[src/rtl/gain_range_consts.svh]
// Register offsets, field positions, reset values for the gain-ranging block.
// Assumes a 32-bit AXI4-Lite slave with byte addresses.
//
// Operation
// - With enable set, 3-bit gain code is driven on exponent lines.
// - Sample magnitude above upper threshold lowers gain code by one immediately.
// - Sample below lower threshold loads dwell timer from 20-bit dwell setting.
// - Timer counts down while below lower; at count 1 code rises by one.
// - Input above lower threshold before expiry abandons pending increase.
// - Gain code feeds internal exponent; each step attenuates 6.02 dB.
// - Programmable 6-bit pipeline delay, up to 63 cycles, before exponent.
// - Gain change requests during a relinearization delay are ignored.
// - 10-bit thresholds compare with 10 MSBs of input magnitude.
// - On enabling, gain code starts at 000.
`ifndef GAIN_RANGE_CONSTS_SVH
`define GAIN_RANGE_CONSTS_SVH

// ----------------------------------------
// Register map
// ----------------------------------------
`define GR_CTRL_OFS 8'h00
`define GR_UPPER_OFS 8'h04
`define GR_LOWER_OFS 8'h08
`define GR_DWELL_OFS 8'h0C
`define GR_STATUS_OFS 8'h10

// ----------------------------------------
// Fields
// ----------------------------------------
`define GR_CTRL_EN_BIT 0
`define GR_CTRL_DLY_LSB 8
`define GR_CTRL_DLY_MSB 13
`define GR_THR_MSB 9
`define GR_DWELL_MSB 19
`define GR_ST_CODE_LSB 0
`define GR_ST_EXP_LSB 4
`define GR_ST_DWELL_BIT 8
`define GR_ST_BUSY_BIT 9

// ----------------------------------------
// Reset values and answers
// ----------------------------------------
`define GR_CTRL_RST 32'h0000_0000
`define GR_UPPER_RST 32'h0000_03FF
`define GR_LOWER_RST 32'h0000_0000
`define GR_DWELL_RST 32'h0000_0001
`define GR_RESP_OKAY 2'h0
`define GR_RESP_SLVERR 2'h2
`define GR_CODE_MIN 3'h0
`define GR_CODE_MAX 3'h7

`endif

[src/rtl/gain_range_pkg.sv]
// Types shared by the gain-ranging block.
// Assumes nothing of its surroundings.
package gain_range_pkg;

    typedef logic [2:0] gain_code_t;

    typedef enum logic [1:0] {
        ST_OFF,
        ST_COMPARE,
        ST_DWELL
    } gain_state_e;

endpackage

[src/rtl/gain_delay_line.sv]
// Programmable-length delay line for the gain code.
// Assumes one sample per clock; delay is steady while a change is in flight.
`timescale 1ns/10ps
module gain_delay_line #(
    parameter int WIDTH = 3,
    parameter int DEPTH = 63,
    parameter int SEL_W = 6
) (
    input wire logic ref_clk_i,
    input wire logic rst_n_i,
    input wire logic [SEL_W-1:0] delay_i,
    input wire logic [WIDTH-1:0] data_i,
    output logic [WIDTH-1:0] data_o
);

    logic [WIDTH-1:0] stage_r [DEPTH];
    logic [WIDTH-1:0] stage_nxt [DEPTH];

    // ----------------------------------------
    // Shift
    // ----------------------------------------
    always_comb begin
        stage_nxt[0] = data_i;
        for (int i = 1; i < DEPTH; i++) begin
            stage_nxt[i] = stage_r[i-1];
        end
    end

    always_ff @(posedge ref_clk_i) begin
        for (int i = 0; i < DEPTH; i++) begin
            if (!rst_n_i) begin
                stage_r[i] <= '0;
            end else begin
                stage_r[i] <= stage_nxt[i];
            end
        end
    end

    // ----------------------------------------
    // Tap select
    // ----------------------------------------
    // zero taps bypass
    always_comb begin
        if (delay_i == '0) begin
            data_o = data_i;
        end else begin
            data_o = stage_r[delay_i - SEL_W'(1)];
        end
    end

endmodule

[src/rtl/gain_range_ctrl.sv]
// Automatic gain-ranging control with AXI4-Lite setup registers.
// Assumes one input sample per ref_clk_i cycle, synchronous to it.
//
// The AXI4-Lite interface to the registers and the placing of the registers were left to the implementer.
`timescale 1ns/10ps
`include "gain_range_consts.svh"
module gain_range_ctrl #(
    parameter int SAMPLE_W = 14,
    parameter int DLY_W = 6,
    parameter int DLY_MAX = 63,
    parameter int ADDR_W = 8
) (
    input wire logic ref_clk_i,
    input wire logic rst_n_i,
    input wire logic [SAMPLE_W-1:0] sample_i,
    input wire logic [2:0] gain_exponent_lines_i,
    output logic [2:0] gain_exponent_lines_o,
    output logic gain_exponent_lines_oe_n_o,
    output logic [2:0] exponent_o,
    output logic [SAMPLE_W-1:0] relin_data_o,
    input wire logic [ADDR_W-1:0] s_axi_awaddr,
    input wire logic s_axi_awvalid,
    output logic s_axi_awready,
    input wire logic [31:0] s_axi_wdata,
    input wire logic [3:0] s_axi_wstrb,
    input wire logic s_axi_wvalid,
    output logic s_axi_wready,
    output logic [1:0] s_axi_bresp,
    output logic s_axi_bvalid,
    input wire logic s_axi_bready,
    input wire logic [ADDR_W-1:0] s_axi_araddr,
    input wire logic s_axi_arvalid,
    output logic s_axi_arready,
    output logic [31:0] s_axi_rdata,
    output logic [1:0] s_axi_rresp,
    output logic s_axi_rvalid,
    input wire logic s_axi_rready
);

    // ----------------------------------------
    // Declarations
    // ----------------------------------------
    logic [ADDR_W-1:0] awaddr_r, awaddr_nxt;
    logic [31:0] wdata_r, wdata_nxt;
    logic [3:0] wstrb_r, wstrb_nxt;
    logic aw_have_r, aw_have_nxt, w_have_r, w_have_nxt;
    logic awready_r, awready_nxt, wready_r, wready_nxt;
    logic bvalid_r, bvalid_nxt, arready_r, arready_nxt, rvalid_r, rvalid_nxt;
    logic [1:0] bresp_r, bresp_nxt, rresp_r, rresp_nxt;
    logic [31:0] rdata_r, rdata_nxt;
    logic [31:0] ctrl_r, ctrl_nxt, upper_r, upper_nxt;
    logic [31:0] lower_r, lower_nxt, dwell_r, dwell_nxt;
    logic do_write;

    gain_range_pkg::gain_state_e state_r, state_nxt;
    gain_range_pkg::gain_code_t code_r, code_nxt;
    logic [19:0] timer_r, timer_nxt;
    logic [DLY_W-1:0] busy_r, busy_nxt;
    logic [SAMPLE_W-1:0] mag;
    logic [9:0] mag_top;
    logic over, under, enable;
    logic [DLY_W-1:0] delay;
    gain_range_pkg::gain_code_t code_dly;

    logic [2:0] exp_r, exp_nxt, pin_r, pin_nxt;
    logic oe_n_r, oe_n_nxt;
    logic [SAMPLE_W-1:0] data_r, data_nxt;

    // Merge a write into a register under byte strobes
    function automatic logic [31:0] merge(input logic [31:0] old, input logic [31:0] wd,
                                          input logic [3:0] st);
        logic [31:0] res;
        res = old;
        for (int b = 0; b < 4; b++) begin
            if (st[b]) begin
                res[8*b +: 8] = wd[8*b +: 8];
            end
        end
        return res;
    endfunction

    // ----------------------------------------
    // AXI4-Lite write and read channels
    // ----------------------------------------
    always_comb begin
        awaddr_nxt = awaddr_r;
        wdata_nxt = wdata_r;
        wstrb_nxt = wstrb_r;
        aw_have_nxt = aw_have_r;
        w_have_nxt = w_have_r;
        bvalid_nxt = bvalid_r;
        bresp_nxt = bresp_r;
        do_write = 1'b0;
        if (s_axi_awvalid && awready_r) begin
            awaddr_nxt = s_axi_awaddr;
            aw_have_nxt = 1'b1;
        end
        if (s_axi_wvalid && wready_r) begin
            wdata_nxt = s_axi_wdata;
            wstrb_nxt = s_axi_wstrb;
            w_have_nxt = 1'b1;
        end
        if (bvalid_r && s_axi_bready) begin
            bvalid_nxt = 1'b0;
        end
        // Both halves in hand and no response pending
        if (aw_have_r && w_have_r && !bvalid_r) begin
            do_write = 1'b1;
            aw_have_nxt = 1'b0;
            w_have_nxt = 1'b0;
            bvalid_nxt = 1'b1;
            case (awaddr_r)
                `GR_CTRL_OFS, `GR_UPPER_OFS, `GR_LOWER_OFS, `GR_DWELL_OFS,
                `GR_STATUS_OFS: bresp_nxt = `GR_RESP_OKAY;
                default: bresp_nxt = `GR_RESP_SLVERR;
            endcase
        end
        awready_nxt = !aw_have_nxt && !bvalid_nxt;
        wready_nxt = !w_have_nxt && !bvalid_nxt;

        rvalid_nxt = rvalid_r;
        rdata_nxt = rdata_r;
        rresp_nxt = rresp_r;
        if (rvalid_r && s_axi_rready) begin
            rvalid_nxt = 1'b0;
        end
        if (s_axi_arvalid && arready_r) begin
            rvalid_nxt = 1'b1;
            rresp_nxt = `GR_RESP_OKAY;
            case (s_axi_araddr)
                `GR_CTRL_OFS: rdata_nxt = ctrl_r;
                `GR_UPPER_OFS: rdata_nxt = upper_r;
                `GR_LOWER_OFS: rdata_nxt = lower_r;
                `GR_DWELL_OFS: rdata_nxt = dwell_r;
                `GR_STATUS_OFS: begin
                    rdata_nxt = '0;
                    rdata_nxt[`GR_ST_CODE_LSB +: 3] = code_r;
                    rdata_nxt[`GR_ST_EXP_LSB +: 3] = exp_r;
                    rdata_nxt[`GR_ST_DWELL_BIT] = (state_r == gain_range_pkg::ST_DWELL);
                    rdata_nxt[`GR_ST_BUSY_BIT] = (busy_r != '0);
                end
                default: begin
                    rdata_nxt = '0;
                    rresp_nxt = `GR_RESP_SLVERR;
                end
            endcase
        end
        arready_nxt = !rvalid_nxt;
    end

    always_ff @(posedge ref_clk_i) begin
        if (!rst_n_i) begin
            awaddr_r <= '0;
            wdata_r <= '0;
            wstrb_r <= '0;
            aw_have_r <= 1'b0;
            w_have_r <= 1'b0;
            awready_r <= 1'b0;
            wready_r <= 1'b0;
            bvalid_r <= 1'b0;
            bresp_r <= `GR_RESP_OKAY;
            arready_r <= 1'b0;
            rvalid_r <= 1'b0;
            rdata_r <= '0;
            rresp_r <= `GR_RESP_OKAY;
        end else begin
            awaddr_r <= awaddr_nxt;
            wdata_r <= wdata_nxt;
            wstrb_r <= wstrb_nxt;
            aw_have_r <= aw_have_nxt;
            w_have_r <= w_have_nxt;
            awready_r <= awready_nxt;
            wready_r <= wready_nxt;
            bvalid_r <= bvalid_nxt;
            bresp_r <= bresp_nxt;
            arready_r <= arready_nxt;
            rvalid_r <= rvalid_nxt;
            rdata_r <= rdata_nxt;
            rresp_r <= rresp_nxt;
        end
    end

    // ----------------------------------------
    // Setup registers
    // ----------------------------------------
    // Unused bits masked so readback shows only real fields
    always_comb begin
        ctrl_nxt = ctrl_r;
        upper_nxt = upper_r;
        lower_nxt = lower_r;
        dwell_nxt = dwell_r;
        if (do_write) begin
            case (awaddr_r)
                `GR_CTRL_OFS: ctrl_nxt = merge(ctrl_r, wdata_r, wstrb_r) & 32'h0000_3F01;
                `GR_UPPER_OFS: upper_nxt = merge(upper_r, wdata_r, wstrb_r) & 32'h0000_03FF;
                `GR_LOWER_OFS: lower_nxt = merge(lower_r, wdata_r, wstrb_r) & 32'h0000_03FF;
                `GR_DWELL_OFS: dwell_nxt = merge(dwell_r, wdata_r, wstrb_r) & 32'h000F_FFFF;
                default: ;
            endcase
        end
    end

    always_ff @(posedge ref_clk_i) begin
        if (!rst_n_i) begin
            ctrl_r <= `GR_CTRL_RST;
            upper_r <= `GR_UPPER_RST;
            lower_r <= `GR_LOWER_RST;
            dwell_r <= `GR_DWELL_RST;
        end else begin
            ctrl_r <= ctrl_nxt;
            upper_r <= upper_nxt;
            lower_r <= lower_nxt;
            dwell_r <= dwell_nxt;
        end
    end

    // ----------------------------------------
    // Magnitude and comparison
    // ----------------------------------------
    assign enable = ctrl_r[`GR_CTRL_EN_BIT];
    assign delay = ctrl_r[`GR_CTRL_DLY_MSB:`GR_CTRL_DLY_LSB];
    // Most negative sample folds to full scale, still fits unsigned
    assign mag = sample_i[SAMPLE_W-1] ? SAMPLE_W'(-sample_i) : sample_i;
    assign mag_top = mag[SAMPLE_W-1 -: 10];
    assign over = mag_top > upper_r[`GR_THR_MSB:0];
    assign under = mag_top < lower_r[`GR_THR_MSB:0];

    // ----------------------------------------
    // Gain stepping
    // ----------------------------------------
    always_comb begin
        state_nxt = state_r;
        code_nxt = code_r;
        timer_nxt = timer_r;
        busy_nxt = (busy_r != '0) ? busy_r - DLY_W'(1) : busy_r;
        case (state_r)
            gain_range_pkg::ST_OFF: begin
                code_nxt = `GR_CODE_MIN;
                busy_nxt = '0;
                timer_nxt = '0;
                if (enable) begin
                    state_nxt = gain_range_pkg::ST_COMPARE;
                end
            end
            gain_range_pkg::ST_COMPARE, gain_range_pkg::ST_DWELL: begin
                if (over) begin
                    state_nxt = gain_range_pkg::ST_COMPARE;
                    if (busy_r == '0 && code_r != `GR_CODE_MIN) begin
                        code_nxt = code_r - 3'h1;
                        busy_nxt = delay;
                    end
                end else if (under) begin
                    if (state_r == gain_range_pkg::ST_COMPARE) begin
                        timer_nxt = dwell_r[`GR_DWELL_MSB:0];
                        state_nxt = gain_range_pkg::ST_DWELL;
                    end else if (timer_r <= 20'h1) begin
                        state_nxt = gain_range_pkg::ST_COMPARE;
                        if (busy_r == '0 && code_r != `GR_CODE_MAX) begin
                            code_nxt = code_r + 3'h1;
                            busy_nxt = delay;
                        end
                    end else begin
                        timer_nxt = timer_r - 20'h1;
                    end
                end else begin
                    state_nxt = gain_range_pkg::ST_COMPARE;
                end
                if (!enable) begin
                    state_nxt = gain_range_pkg::ST_OFF;
                end
            end
            default: state_nxt = gain_range_pkg::ST_OFF;
        endcase
    end

    always_ff @(posedge ref_clk_i) begin
        if (!rst_n_i) begin
            state_r <= gain_range_pkg::ST_OFF;
            code_r <= `GR_CODE_MIN;
            timer_r <= '0;
            busy_r <= '0;
        end else begin
            state_r <= state_nxt;
            code_r <= code_nxt;
            timer_r <= timer_nxt;
            busy_r <= busy_nxt;
        end
    end

    // ----------------------------------------
    // Relinearization path
    // ----------------------------------------
    // match external settling delay; flushed while off, so no stale code
    gain_delay_line #(
        .WIDTH(3),
        .DEPTH(DLY_MAX),
        .SEL_W(DLY_W)
    ) u_delay (
        .ref_clk_i(ref_clk_i),
        .rst_n_i(rst_n_i && enable),
        .delay_i(delay),
        .data_i(code_r),
        .data_o(code_dly)
    );

    always_comb begin
        pin_nxt = code_nxt;
        oe_n_nxt = !(state_nxt != gain_range_pkg::ST_OFF);
        // delayed code is the exponent; pins feed it when disabled
        exp_nxt = enable ? code_dly : gain_exponent_lines_i;
        // each exponent step halves, 6.02 dB
        data_nxt = SAMPLE_W'($signed(sample_i) >>> exp_nxt);
    end

    always_ff @(posedge ref_clk_i) begin
        if (!rst_n_i) begin
            pin_r <= `GR_CODE_MIN;
            oe_n_r <= 1'b1;
            exp_r <= '0;
            data_r <= '0;
        end else begin
            pin_r <= pin_nxt;
            oe_n_r <= oe_n_nxt;
            exp_r <= exp_nxt;
            data_r <= data_nxt;
        end
    end

    // ----------------------------------------
    // Outputs
    // ----------------------------------------
    assign gain_exponent_lines_o = pin_r;
    assign gain_exponent_lines_oe_n_o = oe_n_r;
    assign exponent_o = exp_r;
    assign relin_data_o = data_r;
    assign s_axi_awready = awready_r;
    assign s_axi_wready = wready_r;
    assign s_axi_bresp = bresp_r;
    assign s_axi_bvalid = bvalid_r;
    assign s_axi_arready = arready_r;
    assign s_axi_rdata = rdata_r;
    assign s_axi_rresp = rresp_r;
    assign s_axi_rvalid = rvalid_r;

endmodule

[config.mk]
export PLATFORM = sky130hd
export DESIGN_NAME = gain_range_ctrl
export DESIGN_NICKNAME = d
export VERILOG_FILES = /design/src/rtl/gain_range_pkg.sv /design/src/rtl/gain_delay_line.sv /design/src/rtl/gain_range_ctrl.sv
export VERILOG_INCLUDE_DIRS = /design/src /design/src/rtl
export SDC_FILE = /design/constraint.sdc
export NUM_CORES = 1
export LEC_CHECK = 0
export ABC_AREA = 1
export ABC_CLOCK_PERIOD_IN_PS = 4950
export BUFFER_PORTS_ARGS = -buffer_cell sky130_fd_sc_hd__buf_2
export CAP_MARGIN = 25
export CORE_MARGIN = 8
export CORE_UTILIZATION = 54
export DETAILED_ROUTE_END_ITERATION = 10
export GPL_ROUTABILITY_DRIVEN = 0
export GPL_TIMING_DRIVEN = 1
export HOLD_SLACK_MARGIN = 0.1
export PLACE_DENSITY_LB_ADDON = 0.2
export SYNTH_ARGS = -nofsm -noshare
export SYNTH_HDL_FRONTEND = slang
export SYNTH_SLANG_ARGS = --single-unit
[constraint.sdc]
create_clock -name ref_clk_i -period 4.95 [get_ports ref_clk_i]
set_clock_uncertainty 0.05 [all_clocks]
set_input_delay 1.485 -clock ref_clk_i [delete_from_list [all_inputs] [get_ports ref_clk_i]]
set_output_delay 1.485 -clock ref_clk_i [all_outputs]
set_load 0.01 [all_outputs]
# [After elaboration in Yosys (flattened, before gate mapping)]
# Memories as Yosys holds them, arrays and structs flattened.
# Cells that the tools add are included.
# W data, S select, Z words.
[word_totals] regBits=170 ramBits=189 in_bits=76 output_inout_bits=62 wordCells=270 n_memories=1
[op_classes] addsub=6 magnitude_cmp=3 n_eq_ne=19 shifts=1 mux=107 n_bitwise=63 reduce_logical=41
[memory_table] memory="u_delay.stage_r" words=63 width=3 read_ports=63 rd_ports_with_merged_regs=0 wr=63 line_no="gain_delay_line.sv:16" rtl="logic [WIDTH-1:0] stage_r [DEPTH];"
[ops] op="$mux W3" count=71
[ops] op="$pmux W20 S5" count=1
[ops] op="$mux W20" count=4
[ops] op="$or A1 B1 Y1" count=63
[ops] op="$mux W6" count=7
[ops] op="$pmux W20 S2" count=1
[ops] op="$eq A8 B4 Y1 const B" count=4
[ops] op="$reduce_and A3 Y1" count=9
[ops] op="$ne A3 B3 Y1 const B" count=7
[ops] op="$le A20 B1 Y1 const B" count=1
[ops] op="$sub A20 B1 Y20 const B" count=1
[ops] op="$eq A8 B3 Y1 const B" count=2
[ops] op="$eq A8 B5 Y1 const B" count=2
[ops] op="$logic_not A8 Y1" count=2
[ops] op="$mux W2" count=8
[ops] op="$mux W14" count=1
[ops] op="$neg A14 Y14" count=1
[ops] op="$sshr A14 B3 Y14" count=1
[ops] op="$logic_and A1 B1 Y1" count=12
[ops] op="$logic_not A6 Y1" count=2
[ops] op="$pmux W6 S2" count=1
[ops] op="$sub A6 B1 Y6 const B" count=2
[ops] op="$mux W1" count=11
[ops] op="$gt A10 B10 Y1" count=1
[ops] op="other kinds (17)" count=25

# [Logic depth before layout (Yosys ltp)]
# Gate-level depths: netlist (run 1).
[logic_depth] depth_word=9 mapped_depth=30 ltp_nobuf=29

# [Hierarchy]
# Synthesis (run 1) repeated with hierarchy kept, for this count alone.
[unflattened] hier_cells=2341 hier_area_um2=16130.5
[modules_own_cells] mod="gain_range_ctrl" instances=1 cells_per_inst=1174 area_each_um2=8365.5 seq_area_each_um2=3123.0
[modules_own_cells] mod="gain_delay_line" instances=1 cells_per_inst=1167 area_each_um2=7764.9 seq_area_each_um2=3783.6

# [Worst setup path after synthesis (run 1)]
# Ideal clock, no wire load.
[synth_path] kind="input port to flip-flop" from="in sample_i[2]" to="reg pin_r[2], in the netlist gain_exponent_lines_o[2]" setup_time_ns=0.119 arrival_time_ns=4.529 required_ns=4.781 path_slack_ns=0.252 stages=27 path_cell_list="nor2_1 -> nand2_1 -> nor2_1 -> inv_1 -> nor2_1 -> inv_1 -> nor2_1 -> inv_1 -> nor3_1 -> nand2_1 -> nor2_1 -> nand2_1 -> nand2_1 -> xor2_1 -> ha_1 -> nand2_1 -> nor2_1 -> nand3_1 -> o2111ai_1 -> nand2_1 -> inv_1 -> clkbuf_1 -> fa_1 -> xnor2_1 -> or2_2 -> nand3_1 -> a21oi_1"
[synth_via] elab_chain_cells=5 elab_cells_between_ends=12 cone_classes="add/sub (1); order compare (2); eq/ne (5); mux (3); reduce/logical (1)"
[synth_lines] element="from (decl)" line_no="gain_range_ctrl.sv:15" rtl="input wire logic [SAMPLE_W-1:0] sample_i,"
[synth_lines] element="$neg A14 Y14 *" line_no="gain_range_ctrl.sv:223" rtl="assign mag = sample_i[SAMPLE_W-1] ? SAMPLE_W'(-sample_i) : sample_i;"
[synth_lines] element="$mux W14 *" line_no="gain_range_ctrl.sv:223"
[synth_lines] element="$gt A10 B10 Y1 or $lt A10 B10 Y1 (tied branches)" line_no="gain_range_ctrl.sv:225, gain_range_ctrl.sv:226"
[synth_lines] element="$ne A3 B3 Y1 (no source line) or $mux W3 (tied branches)"
[synth_lines] element="$reduce_and A6 Y1 (no source line) or $pmux W3 S2 (tied branches)"
[synth_lines] element="to (signal assigned)" line_no="gain_range_ctrl.sv:317" rtl="pin_r <= `GR_CODE_MIN;"
[synth_lines] element="to (signal assigned)" line_no="gain_range_ctrl.sv:322" rtl="pin_r <= pin_nxt;"
[synth_lines] element="to (decl)" line_no="gain_range_ctrl.sv:65" rtl="logic [2:0] exp_r, exp_nxt, pin_r, pin_nxt;"
# Mark *: on every way between the ends. The rest lies on a longest branch, timed or not.
# A chain may end at the register's enable or synchronous reset.

# [Worst setup path after layout (run 1)]
# Ends and elaborated chain as after synthesis.

==> results of run 1 <==
[flip-flops by register name, summed over array words and instances, names as in the netlist, 2 cells and up]
signal                 cells
awaddr_r                   8
busy_r                     6
ctrl_r                     7
dwell_r                   20
exponent_o                 3
gain_exponent_lines_o      3
lower_r                   10
relin_data_o              14
s_axi_rdata               20
state_r                    2
timer_r                   20
u_delay.stage_r          189
upper_r                   10
wdata_r                   20
wstrb_r                    3
[per-stage QoR]
stage	std cells	hold WS [ns]	setup slack (ns)	area, um2	total power [W]
2_1_floorplan	2172	0.349	0.252	15400	0.00309
3_5_place_dp	2568	0.362	-0.0890	16000	0.00319
4_1_cts	2634	0.371	0.443	17300	0.00606
3_3_place_gp	2566	0.360	-0.0261	16000	0.00319
5_1_grt	2634	0.392	0.119	17300	0.00622
6_report	2634	0.368	0.520	17300	0.00600
[cells by family after synthesis]
| kind of cell | Yosys count |
|---|---|
| AND/OR/NAND/NOR | 915 |
| buffers and inverters | 467 |
| AO/OA/AOI/OAI | 385 |
| flip-flops | 345 |
| adder cells (fa/ha/maj) | 30 |
| XOR/XNOR | 16 |
| other | 1 |
[worst min-delay path by stage]
stage	to	slack, ns	cells after the start
after floorplan	s_axi_awready	0.35	1
after global placement	u_delay.stage_r[32][2]	0.36	2
after detailed placement	s_axi_wready	0.36	1
after CTS	s_axi_wready	0.37	1
after global routing	u_delay.stage_r[23][1]	0.39	2
final	s_axi_wready	0.37	1
[worst max-delay path, stage by stage]
cell and delay (ns):
buf_2 0.10, nor2_1 0.11, nand2_1 0.09, nor2_1 0.09, inv_1 0.05, nor2_1 0.08, inv_1 0.05, nor2_1 0.12
inv_1 0.08, nor3_2 0.14, nand2_1 0.09, nor2_1 0.12, nand2_1 0.08, nand2_1 0.08, xor2_1 0.22, ha_1 0.27
nand2_1 0.08, nor2_1 0.06, nand3_1 0.08, o2111ai_1 0.11, nand2_1 0.14, inv_1 0.11, fa_1 0.39, xnor2_1 0.15
or2_2 0.30, nand3_1 0.07, a21oi_1 0.08
[layer usage]
layer	global-route usage (%)	routed length, um	vias to the layer above
li1	-	-	6968
met1	28.4	17200	6305
met2	39.8	19200	342
met3	3.20	1780	79
met4	8.39	1230	0
met5	0	0	-
[timing repair]
action                                  CTS  global route
hold buffers                              0             0
endpoints found under the setup margin    0             2
gates resized for setup                   0             1
[layout make-up]
| type | count | share of cell area, % |
|---|---|---|
| Sequential cell | 345 | 39.9 |
| Multi-Input combinational cell | 1360 | 37.9 |
| Inverter | 342 | 7.41 |
| Clock buffer | 53 | 6.45 |
| Timing Repair Buffer | 137 | 4.59 |
| Tap cell | 384 | 2.77 |
| Clock inverter | 13 | 0.982 |
[cells in the final DEF (no fill, tap or decap), types with 14 or more instances in the layout]
cell type / netlist / layout
a21oi_1: 144 / 144
buf_2: 22 / 111
buf_4: 28 / 23
clkbuf_16: 0 / 38
conb_1: 1 / 14
dfxtp_1: 345 / 344
ha_1: 29 / 29
inv_1: 332 / 332
nand2_1: 311 / 310
nand3_1: 219 / 219
nor2_1: 336 / 336
nor3_1: 16 / 15
o211ai_1: 39 / 39
o21ai_0: 145 / 145
o21ai_1: 15 / 15
o22ai_1: 20 / 20
[where the power goes]
group	switching, W	internal [W]
clock network	0.00113	0.00174
registers	0.0000251	0.00281
logic	0.000195	0.000104
total	0.00135	0.00466
==> key figures, run 1 <==
Worst setup path
  • Critical Path Sink: gain_exponent_lines_o[2]
  • Critical R2R Launch: ctrl_r[9]
  • Cells on worst reg2reg path: 14
  • Critical R2R Capture: relin_data_o[10]
  • Critical path endpoint category: flip-flop
  • Setup Crit Path Kind: input port to flip-flop
  • Worst Path Arrival: 4.80 ns
  • Worst-path maximum fanout: 3
  • R2R Setup Slk: 1.52 ns
  • CP required: 5.32 ns
  • Worst setup SP type: input port
  • Worst setup path start: sample_i[2]

Route
  • Via count: 13.7k
  • Detailed-route vias per instance: 5.20
  • DR pass1 iterations: 5
  • Violation count after the first detailed-route iteration: 1143
  • Post-route ant nets: 0
  • Detailed-route wire length: 39300 um
  • Residual DRC count: 0
  • Routed len/inst: 14.9 um

STA
  • Max-slew violations: 0
  • Fin. Hold Viols: 0
  • Worst slew pin tran: 1.01 ns
  • Setup TNS: 0 ns
  • Tcrit/Tclk final: 89.5%
  • RSZ-0062 raised after global routing: no
  • Crit path time final: 4.43 ns
  • Max-slew headroom: 32.3%
  • Max Fclk: 226 MHz
  • Setup Viol. Count Final: 0

GRT
  • Grt ovf: 0
  • Vias in the first global route: 13.3k
  • Overall routing resource usage: 22.8%
  • Global-route wire length before repair: 64700 um
  • Pin count of the biggest net entering global routing: 112
  • Antenna violations before repair: 0

Yosys
  • Seq/Total Area, Yosys: 44.9%
  • Post-synthesis async set-or-reset flop share: 0%
  • Mean post-synth cell area: 7.13 um2
  • Post-synthesis mux area share: 0%
  • Most frequent cell after synthesis: dfxtp_1
  • Top cells by area, synth: dfxtp_1 45%, nor2_1 8.2%, inv_1 8.1%
  • Netlist cell types: 43
  • Synth Area in Compound Gates: 13.8%
  • EDFF count, synth: 0
  • Mapped cell area: 15400 um2
  • Synth Flop Type: dfxtp_1
  • Largest family of logic cells by synthesized area: simple AND/OR/NAND/NOR gates
  • Synth Area in Adders: 2.49%
  • Synth top area share: 44.9%
  • Syn Inst Count: 2159
  • Commonest cells post-synth: 345 x dfxtp_1, 336 x nor2_1, 332 x inv_1
  • Post-synthesis xor/xnor area fraction: 0.959%
  • Synth Area in Simple Gates: 25.0%
  • Yosys reg bits: 345
  • Leading area contributor after synthesis: dfxtp_1
  • Yosys warns: 0

Floorplanning
  • Cell Rows: 62
  • Core ar.: 28400 um2
  • Die area: 34200 um2
  • Die span in x: 185 um
  • Die Span Y: 185 um
  • IO Pins: 138
  • Starting density of the core: 54.2%

Final layout
  • Area Growth Syn to Fin: 12.6%
  • Fin util: 61.0%
  • Register area: 6910 um2
  • # diodes: 0
  • Multi-input gate area: 6570 um2
  • Layout cell share with drive strength beyond 1: 10.2%
  • Filler cells: 2674
  • Fin nets: 2329

Placement
  • Buffers added on ports: 110
  • Post-DP HPWL: 26100 um

CTS
  • Clk_lat worst skew: 0.53 ns
  • Clk buf depth: 3
  • Clock sink count: 345
  • H-tree depth: 2
  • Clock buffer count from CTS: 37
  • Clock slew at reported path FFs: 0.06 ns
  • Post-CTS setup buffer count: 0
  • CTS tree: done
  • Root buffer cell: clkbuf_16

Run status
  • Outcome: finished clean

Power
  • Lkg Pwr: 7.04 nW
  • Pwr Density: 346 nW/um2
  • Max VDD drop: 0.277 mV

Min path
  • Worst min-delay path category: flip-flop to flip-flop
  • Hold Startpoint: w_have_r

Job
  • Maxcap violations: 0
Note: power is estimated with default switching activity, not from simulation.
==> run 2, diff against run 1 <==
--- a/config.mk
+++ b/config.mk
@@ -10,7 +10,7 @@
 export ABC_CLOCK_PERIOD_IN_PS = 4950
 export BUFFER_PORTS_ARGS = -buffer_cell sky130_fd_sc_hd__buf_2
 export CAP_MARGIN = 25
-export CORE_MARGIN = 8
+export CORE_MARGIN = 3
 export CORE_UTILIZATION = 54
 export DETAILED_ROUTE_END_ITERATION = 10
 export GPL_ROUTABILITY_DRIVEN = 0
==> key figures, run 2 (synthesis gave the netlist of run 1 again) <==
Run status
  • Outcome: finished clean

STA
  • Setup TNS: 0 ns
  • Worst slew pin tran: 0.993 ns
  • Tcrit/Tclk final: 90.5%
  • Final setup margin: 0.470 ns
  • Max-slew violations: 0
  • Max Fclk: 223 MHz
  • Fin. Hold Viols: 0
  • RSZ-0062 raised after global routing: no
  • Crit path time final: 4.48 ns
  • Max-slew headroom: 33.7%
  • Setup Viol. Count Final: 0

Power
  • Pint: 0.00450 W
  • Net load switching power: 0.00132 W
  • Gate power share: 5.1%
  • Max VDD drop: 0.273 mV
  • Clock power share: 46.2%
  • Tot Pwr: 0.00582 W
  • Pwr Density: 338 nW/um2
  • Seq pwr share: 48.8%
  • Lkg Pwr: 6.99 nW
  • Switch share: 22.6%

Final layout
  • Most frequent cells in the layout: 344 x dfxtp_1, 336 x nor2_1, 332 x inv_1
  • Final instance area: 17200 um2
  • Area Growth Syn to Fin: 11.8%
  • Fin nets: 2331
  • Non-Filler Instances: 2630
  • Commonest non-fill, non-tap cell in the layout: dfxtp_1
  • Max reg flops: 189
  • Largest Register: u_delay.stage_r
  • Filler cells: 2578
  • # diodes: 0
  • Layout cell share with drive strength beyond 1: 10.2%

Floorplanning
  • Core ar.: 27900 um2
  • Die span in x: 175 um
  • Cell Rows: 61
  • Starting density of the core: 55.1%
  • IO Pins: 138
  • Die Span Y: 175 um
  • Die area: 30600 um2

Placement
  • Inst Count DP: 2563
  • Buffers added on ports: 110
  • Post-DP HPWL: 25100 um
  • DP Area: 16000 um2
  • Setup Slack @ Placement: -0.0371 ns

Worst setup path
  • Top cell family by delay on the critical path: simple AND/OR/NAND/NOR gates
  • CP peak stage delay: 0.38 ns
  • Slowest stage cell, crit path: fa_1
  • Critical path endpoint category: flip-flop
  • CP required: 5.30 ns
  • CP bufs+invs: 5
  • Worst setup SP type: input port
  • Setup Crit Path Kind: input port to flip-flop
  • Worst-path maximum fanout: 3
  • Worst Path Arrival: 4.83 ns

GRT
  • Overall routing resource usage: 24.0%
  • Grt ovf: 0
  • Antenna violations before repair: 0
  • Vias in the first global route: 12.6k
  • Global-route wire length before repair: 61600 um
  • Pin count of the biggest net entering global routing: 74

Route
  • Residual DRC count: 0
  • DR pass1 iterations: 5
  • Routed len/inst: 14.3 um
  • Post-route ant nets: 0
  • Violation count after the first detailed-route iteration: 983
  • Detailed-route vias per instance: 5.20
  • Via count: 13.7k
  • Detailed-route wire length: 37700 um

Job
  • Maxcap violations: 0

CTS
  • Clk_lat worst skew: 0.51 ns
  • Post-CTS setup buffer count: 0
  • Clock sink count: 345
  • H-tree depth: 2
  • Clock buffer count from CTS: 37
  • CTS tree: done
  • # hold bufs at CTS: 0
  • Root buffer cell: clkbuf_16
  • Clk buf depth: 3
  • Clock slew at reported path FFs: 0.06 ns
  • CTS resizes: 0

Min path
  • Worst min-delay path category: flip-flop to flip-flop
[run 2: path summary, 6_finish.rpt]
kind	slack, ns	startpoint	depth (start not counted)	end
max	0.47	sample_i[2]	27	gain_exponent_lines_o[2]
min	0.37	u_delay.stage_r[4][2]	2	u_delay.stage_r[5][2]
max reg2reg	1.26	ctrl_r[8]	16	relin_data_o[4]
min reg2reg	0.37	u_delay.stage_r[4][2]	2	u_delay.stage_r[5][2]
[run 2: final cells by class]
cell class | count | area [um2] | share of cell area, %
clock buffer | 54 | 1090 | 6.33
sequential | 345 | 6910 | 40.1
multi-input combinational | 1360 | 6580 | 38.2
tap | 378 | 473 | 2.75
inverter | 342 | 1280 | 7.46
timing repair buffer | 139 | 778 | 4.52
clock inverter | 12 | 98.8 | 0.574
[run 2: per-layer routing]
layer  up-vias  wire length (um)  track usage [%]
met5         -                 0                0
met4         0              1080             7.58
met3        82              1920             3.93
met2       369             18100             41.7
met1      6258             16600             30.7
li1       6960                 -                -
[run 2: metrics by stage]
stage	util [%]	hold WS [ns]
final	61.6	0.369
after CTS	61.6	0.369
after global placement	57.3	0.361
after detailed placement	57.3	0.360
after global routing	61.6	0.383
after floorplan	-	0.349
[run 2: power by group through the flow]
stage	Sequential, W	Combinational [W]	Clock (W)
finish	0.00284	0.000295	0.00269
global route	0.00284	0.000335	0.00285
CTS	0.00284	0.000294	0.00273
detailed placement	0.00290	0.000292	0
global placement	0.00290	0.000289	0
floorplan	0.00290	0.000192	0
[run 2: worst register-to-register path, stage by stage (launching register included)]
cell     delay, ns
dfxtp_4       0.68
inv_2         0.14
ha_1          0.35
inv_2         0.73
nand3_1       0.16
nand3_1       0.11
nand2_1       0.06
nand2_1       0.09
nand3_1       0.12
nand3_1       0.14
nand3_2       0.15
nand2_4       0.21
nand2_4       0.15
nand2_1       0.13
nand3_1       0.10
nand3_1       0.15
nand2_1       0.06
